--- src/rtl/lbk_pkg.sv ---
/*
 Shared constants and types for the logic block: configuration word map,
 slice control field positions and generator mode encodings.
 Assumes a single synchronous clock domain and no software-visible registers.
*/
`default_nettype none

package lbk_pkg;

	////////////////////////////////////////////////////////////////////////
	// Block shape
	localparam int NUM_SLICES = 4;
	localparam int LUT_INPUTS = 4;
	localparam int LUT_BITS = 16;
	localparam int CTRL_BITS = 16;

	////////////////////////////////////////////////////////////////////////
	// Configuration word addresses
	localparam logic [3:0] CFG_LUT_BASE = 4'h0;
	localparam logic [3:0] CFG_CTRL_BASE = 4'h8;
	localparam logic [3:0] CFG_LAST = 4'hb;

	////////////////////////////////////////////////////////////////////////
	// Slice control word field positions
	localparam int F_MODE_F = 0;
	localparam int F_MODE_G = 2;
	localparam int F_X_WIDE = 4;
	localparam int F_Y_WIDE = 5;
	localparam int F_DX_BYP = 6;
	localparam int F_DY_BYP = 7;
	localparam int F_LATCH = 8;
	localparam int F_SR_SYNC = 9;
	localparam int F_SR_HIGH = 10;
	localparam int F_REV_EN = 11;
	localparam int F_INIT_X = 12;
	localparam int F_INIT_Y = 13;
	localparam int F_CE_USED = 14;
	localparam int F_SR_USED = 15;

	////////////////////////////////////////////////////////////////////////
	// Reset values
	localparam logic [15:0] LUT_RESET = 16'h0000;
	localparam logic [15:0] CTRL_RESET = 16'h0000;

	// Generator operating modes
	typedef enum logic [1:0] {
		LBK_MODE_LUT = 2'h0,
		LBK_MODE_RAM = 2'h1,
		LBK_MODE_SHIFT = 2'h3
	} lbk_mode_t;

endpackage

`default_nettype wire

--- src/rtl/lbk_block.sv ---
/*
 Logic block top: four slices in two columns, configuration store for
 generator tables and slice control words, carry, shift and wide-mux chains.
 Assumes routing-side inputs are on the mclk domain and loads happen while
 cfg_mode is high.
*/
`default_nettype none

module lbk_block #(
	parameter int NUM_SLICES = lbk_pkg::NUM_SLICES
) (
	input wire logic mclk,
	input wire logic reset,
	input wire logic cfg_mode,
	input wire logic cfg_we,
	input wire logic [3:0] cfg_addr,
	input wire logic [15:0] cfg_data,
	input wire logic [31:0] lut_in,
	input wire logic [3:0] bx,
	input wire logic [3:0] by,
	input wire logic [3:0] ce,
	input wire logic [3:0] sr,
	input wire logic [1:0] carry_in,
	input wire logic shift_in,
	input wire logic f8_cascade_in,
	output logic [3:0] x_out,
	output logic [3:0] y_out,
	output logic [3:0] xq,
	output logic [3:0] yq,
	output logic [3:0] sum_x,
	output logic [3:0] sum_y,
	output logic [1:0] carry_out,
	output logic shift_out,
	output logic f7_out,
	output logic f8_out,
	output logic cfg_done
);

	logic [15:0] ctrl_q [4];
	logic [15:0] ctrl_d [4];
	logic done_q, done_d;
	logic [3:0] we_f, we_g, ci, co, sh_in, sh_out, f5, fx, fx_in0, fx_in1;
	logic [3:0] lut_f, lut_g;
	logic load_ok;

	////////////////////////////////////////////////////////////////////////
	// Configuration decode: tables and control words only while loading
	assign load_ok = cfg_mode && cfg_we && cfg_addr <= lbk_pkg::CFG_LAST;

	always_comb begin
		for (int s = 0; s < 4; s++) begin
			we_f[s] = load_ok && cfg_addr == lbk_pkg::CFG_LUT_BASE + 4'(2 * s);
			we_g[s] = load_ok && cfg_addr == lbk_pkg::CFG_LUT_BASE + 4'(2 * s + 1);
		end
	end

	// Control word next values
	always_comb begin
		for (int s = 0; s < 4; s++) begin
			ctrl_d[s] = ctrl_q[s];
			if (load_ok && cfg_addr == lbk_pkg::CFG_CTRL_BASE + 4'(s)) begin
				ctrl_d[s] = cfg_data;
			end
		end
		done_d = done_q;
		if (cfg_mode) begin
			done_d = 1'b0;
		end else begin
			done_d = 1'b1;
		end
	end

	always_ff @(posedge mclk) begin
		if (reset) begin
			for (int s = 0; s < 4; s++) begin
				ctrl_q[s] <= lbk_pkg::CTRL_RESET;
			end
			done_q <= 1'b0;
		end else begin
			for (int s = 0; s < 4; s++) begin
				ctrl_q[s] <= ctrl_d[s];
			end
			done_q <= done_d;
		end
	end
	assign cfg_done = done_q;

	////////////////////////////////////////////////////////////////////////
	// Columns: slices 0,1 form column 0, slices 2,3 form column 1
	assign ci[0] = carry_in[0];
	assign ci[1] = co[0];
	assign ci[2] = carry_in[1];
	assign ci[3] = co[2];
	assign carry_out = {co[3], co[1]};

	// One shift chain through all four slices
	assign sh_in = {sh_out[2:0], shift_in};
	assign shift_out = sh_out[3];

	////////////////////////////////////////////////////////////////////////
	// Wide cascade: slices 0,2 six-input, slice 1 seven, slice 3 eight
	assign fx_in0[0] = f5[0];
	assign fx_in1[0] = f5[1];
	assign fx_in0[2] = f5[2];
	assign fx_in1[2] = f5[3];
	assign fx_in0[1] = fx[0];
	assign fx_in1[1] = fx[2];
	assign fx_in0[3] = fx[1];
	assign fx_in1[3] = f8_cascade_in;
	assign f7_out = fx[1];
	assign f8_out = fx[3];

	////////////////////////////////////////////////////////////////////////
	// The four slices around the switch matrix
	for (genvar s = 0; s < NUM_SLICES; s++) begin : g_slice
		lbk_slice u_slice (
			.mclk(mclk),
			.reset(reset),
			.cfg_we_f(we_f[s]),
			.cfg_we_g(we_g[s]),
			.cfg_data(cfg_data),
			.ctrl(ctrl_q[s]),
			.f_in(lut_in[8 * s +: 4]),
			.g_in(lut_in[8 * s + 4 +: 4]),
			.bx(bx[s]),
			.by(by[s]),
			.ce(ce[s]),
			.sr(sr[s]),
			.ci(ci[s]),
			.shift_in(sh_in[s]),
			.fx_in0(fx_in0[s]),
			.fx_in1(fx_in1[s]),
			.lut_f(lut_f[s]),
			.lut_g(lut_g[s]),
			.x(x_out[s]),
			.y(y_out[s]),
			.xq(xq[s]),
			.yq(yq[s]),
			.sum_x(sum_x[s]),
			.sum_y(sum_y[s]),
			.co(co[s]),
			.shift_out(sh_out[s]),
			.f5_out(f5[s]),
			.fx_out(fx[s])
		);
	end

	////////////////////////////////////////////////////////////////////////
	// Checks
	property p_ctrl_frozen;
		@(posedge mclk) disable iff (reset)
		!cfg_mode |=> $stable(ctrl_q[0]) && $stable(ctrl_q[1]) && $stable(ctrl_q[2]) && $stable(ctrl_q[3]);
	endproperty
	a_ctrl_frozen: assert property (p_ctrl_frozen) else $error("control changed outside load");

	property p_carry_col;
		@(posedge mclk) disable iff (reset)
		(&{lut_f[1:0], lut_g[1:0]}) |-> carry_out[0] == carry_in[0];
	endproperty
	a_carry_col: assert property (p_carry_col) else $error("column 0 carry not propagated");

	property p_f8_cascade;
		@(posedge mclk) disable iff (reset)
		by[3] |-> f8_out == f8_cascade_in;
	endproperty
	a_f8_cascade: assert property (p_f8_cascade) else $error("eight-input stage ignores cascade");

	property p_f7_path;
		@(posedge mclk) disable iff (reset)
		(!by[1] && !by[0] && !bx[0]) |-> f7_out == lut_f[0];
	endproperty
	a_f7_path: assert property (p_f7_path) else $error("seven-input path wrong");

	property p_carry_col1;
		@(posedge mclk) disable iff (reset)
		(&{lut_f[3:2], lut_g[3:2]}) |-> carry_out[1] == carry_in[1];
	endproperty
	a_carry_col1: assert property (p_carry_col1) else $error("column 1 carry not propagated");

	property p_col1_gen;
		@(posedge mclk) disable iff (reset)
		!lut_g[3] |-> carry_out[1] == by[3];
	endproperty
	a_col1_gen: assert property (p_col1_gen) else $error("column 1 carry not generated");

	property p_carry_gen;
		@(posedge mclk) disable iff (reset)
		!lut_g[0] |-> co[0] == by[0];
	endproperty
	a_carry_gen: assert property (p_carry_gen) else $error("carry mux ignores generator");

	property p_sum_col;
		@(posedge mclk) disable iff (reset)
		lut_f[0] |-> sum_x[0] != carry_in[0];
	endproperty
	a_sum_col: assert property (p_sum_col) else $error("sum gate wrong");

	property p_f6_lower;
		@(posedge mclk) disable iff (reset)
		(by[0] && !bx[1] && !by[1] && !by[3]) |-> f8_out == lut_f[1];
	endproperty
	a_f6_lower: assert property (p_f6_lower) else $error("six-input stage wrong");

	property p_done;
		@(posedge mclk) disable iff (reset)
		cfg_mode |=> !cfg_done;
	endproperty
	a_done: assert property (p_done) else $error("done flag during load");

endmodule

`default_nettype wire

--- src/rtl/lbk_slice.sv ---
/*
 One slice: two 4-input generators (table, memory or shift mode), five-input
 combine mux, one wide cascade mux stage, two carry stages, two storage elements.
 Assumes its control word and table loads come from the enclosing logic block.
*/
`default_nettype none

module lbk_slice (
	input wire logic mclk,
	input wire logic reset,
	input wire logic cfg_we_f,
	input wire logic cfg_we_g,
	input wire logic [15:0] cfg_data,
	input wire logic [15:0] ctrl,
	input wire logic [3:0] f_in,
	input wire logic [3:0] g_in,
	input wire logic bx,
	input wire logic by,
	input wire logic ce,
	input wire logic sr,
	input wire logic ci,
	input wire logic shift_in,
	input wire logic fx_in0,
	input wire logic fx_in1,
	output logic lut_f,
	output logic lut_g,
	output logic x,
	output logic y,
	output logic xq,
	output logic yq,
	output logic sum_x,
	output logic sum_y,
	output logic co,
	output logic shift_out,
	output logic f5_out,
	output logic fx_out
);

	logic [15:0] tab_q [2];
	logic [15:0] tab_d [2];
	lbk_pkg::lbk_mode_t mode [2];
	logic [3:0] addr [2];
	logic [1:0] wdat, sin, cfg_we, lut, q_q, q_d, d2, qv, init;
	logic ce_eff, sr_eff, rev, set_c, rst_c, async_m, cy_f;

	////////////////////////////////////////////////////////////////////////
	// Generator inputs, each with its own four pins
	assign mode[0] = lbk_pkg::lbk_mode_t'(ctrl[lbk_pkg::F_MODE_F +: 2]);
	assign mode[1] = lbk_pkg::lbk_mode_t'(ctrl[lbk_pkg::F_MODE_G +: 2]);
	assign addr[0] = f_in;
	assign addr[1] = g_in;
	assign wdat = {by, bx};
	assign sin = {tab_q[0][15], shift_in};
	assign cfg_we = {cfg_we_g, cfg_we_f};
	assign ce_eff = ctrl[lbk_pkg::F_CE_USED] ? ce : 1'b1;

	// Table contents: load, memory write or shift
	always_comb begin
		for (int i = 0; i < 2; i++) begin
			tab_d[i] = tab_q[i];
			if (cfg_we[i]) begin
				tab_d[i] = cfg_data;
			end else if (mode[i] == lbk_pkg::LBK_MODE_RAM && sr && ce_eff) begin
				tab_d[i][addr[i]] = wdat[i];
			end else if (mode[i] == lbk_pkg::LBK_MODE_SHIFT && ce_eff) begin
				tab_d[i] = {tab_q[i][14:0], sin[i]};
			end
		end
	end

	always_ff @(posedge mclk) begin
		if (reset) begin
			tab_q[0] <= lbk_pkg::LUT_RESET;
			tab_q[1] <= lbk_pkg::LUT_RESET;
		end else begin
			tab_q[0] <= tab_d[0];
			tab_q[1] <= tab_d[1];
		end
	end

	////////////////////////////////////////////////////////////////////////
	// Table read, wide muxes and carry
	assign lut[0] = tab_q[0][addr[0]];
	assign lut[1] = tab_q[1][addr[1]];
	assign lut_f = lut[0];
	assign lut_g = lut[1];
	assign f5_out = bx ? lut[1] : lut[0];
	assign fx_out = by ? fx_in1 : fx_in0;
	assign x = ctrl[lbk_pkg::F_X_WIDE] ? f5_out : lut[0];
	assign y = ctrl[lbk_pkg::F_Y_WIDE] ? fx_out : lut[1];
	assign cy_f = lut[0] ? ci : bx;
	assign sum_x = lut[0] ^ ci;
	assign co = lut[1] ? cy_f : by;
	assign sum_y = lut[1] ^ cy_f;
	assign shift_out = tab_q[1][15];

	////////////////////////////////////////////////////////////////////////
	// Storage elements: set, reset and enable resolution
	assign d2[0] = ctrl[lbk_pkg::F_DX_BYP] ? bx : lut[0];
	assign d2[1] = ctrl[lbk_pkg::F_DY_BYP] ? by : lut[1];
	assign init = {ctrl[lbk_pkg::F_INIT_Y], ctrl[lbk_pkg::F_INIT_X]};
	assign sr_eff = ctrl[lbk_pkg::F_SR_USED] & sr;
	assign rev = ctrl[lbk_pkg::F_SR_USED] & ctrl[lbk_pkg::F_REV_EN] & by;
	assign set_c = ctrl[lbk_pkg::F_SR_HIGH] ? sr_eff : rev;
	assign rst_c = ctrl[lbk_pkg::F_SR_HIGH] ? rev : sr_eff;
	assign async_m = ~ctrl[lbk_pkg::F_SR_SYNC];

	always_comb begin
		q_d = q_q;
		if (rst_c) begin
			q_d = 2'h0;
		end else if (set_c) begin
			q_d = 2'h3;
		end else if (ce_eff) begin
			q_d = d2;
		end
	end

	always_ff @(posedge mclk) begin
		if (reset) begin
			q_q <= init;
		end else begin
			q_q <= q_d;
		end
	end

	// Output view: async clear over preset, then latch transparency
	always_comb begin
		if (async_m && rst_c) begin
			qv = 2'h0;
		end else if (async_m && set_c) begin
			qv = 2'h3;
		end else if (ctrl[lbk_pkg::F_LATCH] && ce_eff) begin
			qv = d2;
		end else begin
			qv = q_q;
		end
	end
	assign xq = qv[0];
	assign yq = qv[1];

	////////////////////////////////////////////////////////////////////////
	// Checks
	property p_tab_frozen;
		@(posedge mclk) disable iff (reset)
		(mode[0] == lbk_pkg::LBK_MODE_LUT && !cfg_we_f) |=> $stable(tab_q[0]);
	endproperty
	a_tab_frozen: assert property (p_tab_frozen) else $error("table changed outside load");

	property p_shift;
		@(posedge mclk) disable iff (reset)
		(mode[0] == lbk_pkg::LBK_MODE_SHIFT && !cfg_we_f && ce_eff)
			|=> tab_q[0][0] == $past(shift_in) && tab_q[0][15:1] == $past(tab_q[0][14:0]);
	endproperty
	a_shift: assert property (p_shift) else $error("shift step wrong");

	property p_d_path;
		@(posedge mclk) disable iff (reset)
		(!ctrl[lbk_pkg::F_DX_BYP] && !rst_c && !set_c && ce_eff && !ctrl[lbk_pkg::F_LATCH])
			|=> xq == $past(lut[0]) || !$stable(ctrl);
	endproperty
	a_d_path: assert property (p_d_path) else $error("storage missed generator output");

	property p_rst_win;
		@(posedge mclk) disable iff (reset)
		(set_c && rst_c) |-> ##1 (q_q == 2'h0);
	endproperty
	a_rst_win: assert property (p_rst_win) else $error("set beat reset");

	property p_ce_default;
		@(posedge mclk) disable iff (reset)
		(!ctrl[lbk_pkg::F_CE_USED] && !ce && !rst_c && !set_c) |=> q_q == $past(d2);
	endproperty
	a_ce_default: assert property (p_ce_default) else $error("unused enable blocked load");

	property p_latch;
		@(posedge mclk) disable iff (reset)
		(ctrl[lbk_pkg::F_LATCH] && ce_eff && !rst_c && !set_c) |-> yq == d2[1];
	endproperty
	a_latch: assert property (p_latch) else $error("latch not transparent");

endmodule

`default_nettype wire

--- config.mk ---
export PLATFORM = sky130hd
export DESIGN_NAME = lbk_block
export DESIGN_NICKNAME = d
export VERILOG_FILES = /design/src/rtl/lbk_pkg.sv /design/src/rtl/lbk_block.sv /design/src/rtl/lbk_slice.sv
export SDC_FILE = /design/constraint.sdc
export NUM_CORES = 1
export LEC_CHECK = 0
export BUFFER_PORTS_ARGS = -buffer_cell sky130_fd_sc_hd__buf_2
export CAP_MARGIN = 20
export CORE_MARGIN = 8
export CORE_UTILIZATION = 50
export DETAILED_ROUTE_END_ITERATION = 12
export PLACE_DENSITY = 0.71
export SLEW_MARGIN = 10
export SYNTH_ARGS = -nofsm -noshare
export SYNTH_HDL_FRONTEND = slang
export SYNTH_SLANG_ARGS = --single-unit
--- constraint.sdc ---
create_clock -name mclk -period 2.79 [get_ports mclk]
set_clock_uncertainty 0.2 [all_clocks]
set_input_delay 0.279 -clock mclk [delete_from_list [all_inputs] [get_ports mclk]]
set_output_delay 0.279 -clock mclk [all_outputs]
set_load 0.03 [all_outputs]
==> qor.yml <==
status:
  result_of_the_run: "finished, violations left"
  violations_in_the_final_reports: "setup timing"
setup_path:
  ff2ff_setup_slack_ps: 270
  worst_setup_path_startpoint: "g_slice[0].u_slice.tab_q[0][10]$_SDFFE_PP0P_"
  cp_top_family: "multiplexers"
  worstSetupStartpointType: "flip-flop"
  cp_cell_sequence: "mux4_2 > mux4_2 > mux2i_2 > a21oi_2 > mux2_4 > ha_4 > o21bai_1 > buf_4"
  timing_worst_setup_path_type: "flip-flop to output port"
  r2r-end: "g_slice[2].u_slice.q_q[0]$_DFFE_PP_"
  critPathSlowestCell: "sky130_fd_sc_hd__mux4_2"
  worst_path_largest_cell_delay_ps: 510
  timing.critical_path.to_type: "output port"
  reg2reg_depth: 9
  rr_startpoint: "g_slice[2].u_slice.tab_q[0][10]$_SDFFE_PP0P_"
  worst-path-max-fanout: 2
  crit_top_cell: "sky130_fd_sc_hd__mux4_2"
  critical_path_required_ps: 2310
  critical_path.n_buffers_inverters: 1
  arrival_time_worst_endpoint_ps: 2970
die:
  io_pins: 106
  dieHeight_um: 184
  design.core.area_mm2: 0.0277
  die_area_mm2: 0.0337
  effective_utilization_at_floorplan_pct: 50.7
  fp-row-count: 61
  die_x_um: 184
worst_hold_path:
  worst_hold_path.endpoint: "ctrl_q[3][3]$_SDFFE_PP0P_"
  holdCritPathClass: "input pin to flip-flop"
  min-delay-start: "cfg_data[3]"
  hold_depth: 3
detailed_routing:
  via_per_inst: 6.00
  wl_per_cell_um: 19.5
  route.detailed.drc: 0
  drt_pre_antenna_iters: 7
  first_iter_violations: 1396
  route.antenna.remaining_nets: 0
  vias: 14659
  wl_um: 47700
timing:
  timing.hold.ws_ps: 32.5
  period_minus_slack_ps: 3450
  finalSetupViolations: 27
  finalCritPeriodShare_pct: 124
  timing.setup.tns_ps: -8180
  finalMaxSlewViolations: 0
  hold_viol: 0
  maximum_operating_frequency_mhz: 290
  slew_headroom_pct: 26.9
  post-route-worst-setup-slack_ps: -661
  grt_setup_unrepaired: "true"
  worstMarginPinSlew_ps: 1090
power:
  max-vdd-ir-drop_mv: 0.356
  power_per_cell_area_mw_per_mm2: 426
  leakagePower_uw: 0.00626
  finalPower_uw: 7150
job:
  maxCapViolations: 0
finish:
  post_layout_nonfiller_instances: 2445
  multiInputGateArea_mm2: 0.00947
  antenna_cells_inserted: 0
  growth_of_design_area_from_synthesis_to_finish_pct: 19.4
  layout.cells.most_common: "sky130_fd_sc_hd__nor2_1"
  final_net_count: 2128
  drive_gt1_share_pct: 22.3
  sequential_cell_area_mm2: 0.00417
  fillerInstances: 2510
  layout_common_cells: "sky130_fd_sc_hd__nor2_1 (314), sky130_fd_sc_hd__nand2_1 (279), sky130_fd_sc_hd__o21ai_0 (274)"
global_routing:
  grt_use_met2_pct: 43.2
  met3_usage_grt_pct: 4.37
  grtUsageMet1_pct: 36.0
  grt_overflow_total: 0
  wire_length_of_the_first_global_routing_pass_um: 74400
  busiest_layer: "met2"
  antenna_found_initial: 2
  largest_net_degree_at_the_start_of_global_routing: 64
  grt_util_all_layers_pct: 27.0
  first_global_vias: 13710
yosys:
  syn-num-nets: 2035
  syn_area_per_cell_um2: 7.18
  ys.warnings.count: 0
  synth_edf_count: 8
  synth.yosys.seq_area_share_pct: 29.2
  synthCells: 1957
  synth_flop_cell: "sky130_fd_sc_hd__dfxtp_1"
  post-synth-top-area-cell: "sky130_fd_sc_hd__dfxtp_1"
  register_bit_count_reported_by_yosys: 201
  asyncSetResetFlopFracSynth_pct: 0
  synth.lib_cells_used.distinct: 57
  post_synth_main_area_contributors: "sky130_fd_sc_hd__dfxtp_1 (27%), sky130_fd_sc_hd__mux2i_1 (14%), sky130_fd_sc_hd__o21ai_0 (9.8%), sky130_fd_sc_hd__nor2_1 (8.4%), sky130_fd_sc_hd__nand2_1 (7.5%)"
  synth_top_cell_area_share_pct: 27.5
  syn_area_mm2: 0.0141
clock_network:
  tritoncts_num_sinks: 201
  htreeDepth: 1
  cts_max_path_buffers: 3
  tritoncts: "done"
  path_clk_slew_ps: 60
  cts_buffers: 24
  clock-root-buffer: "sky130_fd_sc_hd__clkbuf_16"
  worstSkewPairLatency_ps: 530
placement:
  preCtsSetupSlack_ps: -371
  buffer_ports.inserted: 105
  hpwlAfterDp_um: 30900
  placedCellCount: 2368
  finalWeightedCongestion: 0.957
-- layout make-up --
type | instances | share of cell area (%)
Sequential cell | 201 | 24.8
Timing Repair Buffer | 252 | 10.9
Multi-Input combinational cell | 1559 | 56.4
Inverter | 12 | 0.268
Tap cell | 378 | 2.82
Clock inverter | 7 | 0.373
Clock buffer | 36 | 4.33
-- per-stage QoR --
step	util, %	cell area [um2]
final	60.6	16800
after global routing	60.6	16800
after CTS	59.6	16500
after detailed placement	54.5	15100
after global placement	54.5	15100
after floorplan	-	14100
-- logic make-up (layout without fill, tap and decap cells) --
group,Yosys count,count (layout),share of synthesized area [%]
AOI/OAI and AO/OA,541,541,21.2
xor gates and xnor gates,6,6,0.374
adders and majority gates,2,2,0.178
buffers and inverters,197,307,6.22
DFF,201,201,29.2
muxes,230,230,18.8
and+or+nand+nor,780,780,24.1
-- metal layers --
metal	part of all wire, %	wire length [um]
met4	3.8	1800
met3	9.4	4470
met5	0.057	27
met2	45	21300
met1	42	20100
-- worst reg2reg max path: stages, from the launching register on --
cell and delay (ps):
sky130_fd_sc_hd__dfxtp_1 330, sky130_fd_sc_hd__mux4_2 490, sky130_fd_sc_hd__mux2i_4 170, sky130_fd_sc_hd__mux2i_4 150
sky130_fd_sc_hd__buf_6 150, sky130_fd_sc_hd__buf_6 100, sky130_fd_sc_hd__buf_6 110, sky130_fd_sc_hd__mux2_4 270
sky130_fd_sc_hd__o21ai_0 180, sky130_fd_sc_hd__o21ai_0 90
-- registers in the layout (all words and copies together) (netlist names) --
register               flops
g_slice.u_slice.tab_q    128
cfg_done                   1
g_slice.u_slice.q_q        8
ctrl_q                    64
-- cell usage after synthesis, types with 3 or more instances --
library cell,instances
sky130_fd_sc_hd__nor2_1,316
sky130_fd_sc_hd__nand2_1,280
sky130_fd_sc_hd__o21ai_0,274
sky130_fd_sc_hd__dfxtp_1,193
sky130_fd_sc_hd__mux2i_1,190
sky130_fd_sc_hd__a21oi_1,171
sky130_fd_sc_hd__clkbuf_1,138
sky130_fd_sc_hd__a211oi_1,48
sky130_fd_sc_hd__nand3_1,46
sky130_fd_sc_hd__nand2b_1,41
sky130_fd_sc_hd__buf_4,30
sky130_fd_sc_hd__nor3_1,26
sky130_fd_sc_hd__mux4_2,25
sky130_fd_sc_hd__or2_2,23
sky130_fd_sc_hd__nand4_1,13
sky130_fd_sc_hd__inv_1,12
sky130_fd_sc_hd__mux2_2,12
sky130_fd_sc_hd__buf_2,11
sky130_fd_sc_hd__nor2b_1,9
sky130_fd_sc_hd__edfxtp_1,8
sky130_fd_sc_hd__o21ai_1,8
sky130_fd_sc_hd__a221oi_1,6
sky130_fd_sc_hd__a31oi_1,5
sky130_fd_sc_hd__nand3b_1,5
sky130_fd_sc_hd__o22ai_1,5
sky130_fd_sc_hd__a22oi_1,4
sky130_fd_sc_hd__buf_1,4
sky130_fd_sc_hd__or3_1,4
sky130_fd_sc_hd__a22o_1,3
sky130_fd_sc_hd__and4b_1,3
sky130_fd_sc_hd__nor3_2,3
sky130_fd_sc_hd__nor3_4,3
sky130_fd_sc_hd__o211a_1,3
sky130_fd_sc_hd__o21bai_1,3
sky130_fd_sc_hd__xnor2_1,3
sky130_fd_sc_hd__xor2_1,3
-- report_power, final --
| group | internal [uW] | total [uW] | switching (uW) |
|---|---|---|---|
| logic | 366 | 1040 | 676 |
| registers | 2910 | 2920 | 13.3 |
| clock network | 1880 | 3190 | 1310 |
| total | 5160 | 7150 | 1990 |
-- worst max path at each step --
stage,depth (start not counted),slack (ps),to
floorplan,9,-130,carry_out[0]
global placement,8,-360,sum_y[1]
detailed placement,8,-370,sum_y[1]
CTS,8,-640,carry_out[0]
global route,8,-740,carry_out[0]
finish,8,-660,carry_out[0]
-- what timing repair did --
| action | CTS | global route |
|---|---|---|
| endpoints found under the setup margin | 26 | 27 |
| endpoints found under the hold margin | 19 | 0 |
| pin swaps | 26 | 16 |
| gates resized for setup | 128 | 49 |
| setup buffers | 23 | 12 |
| hold buffers | 2 | 0 |
(Power assumes the default switching activity.)
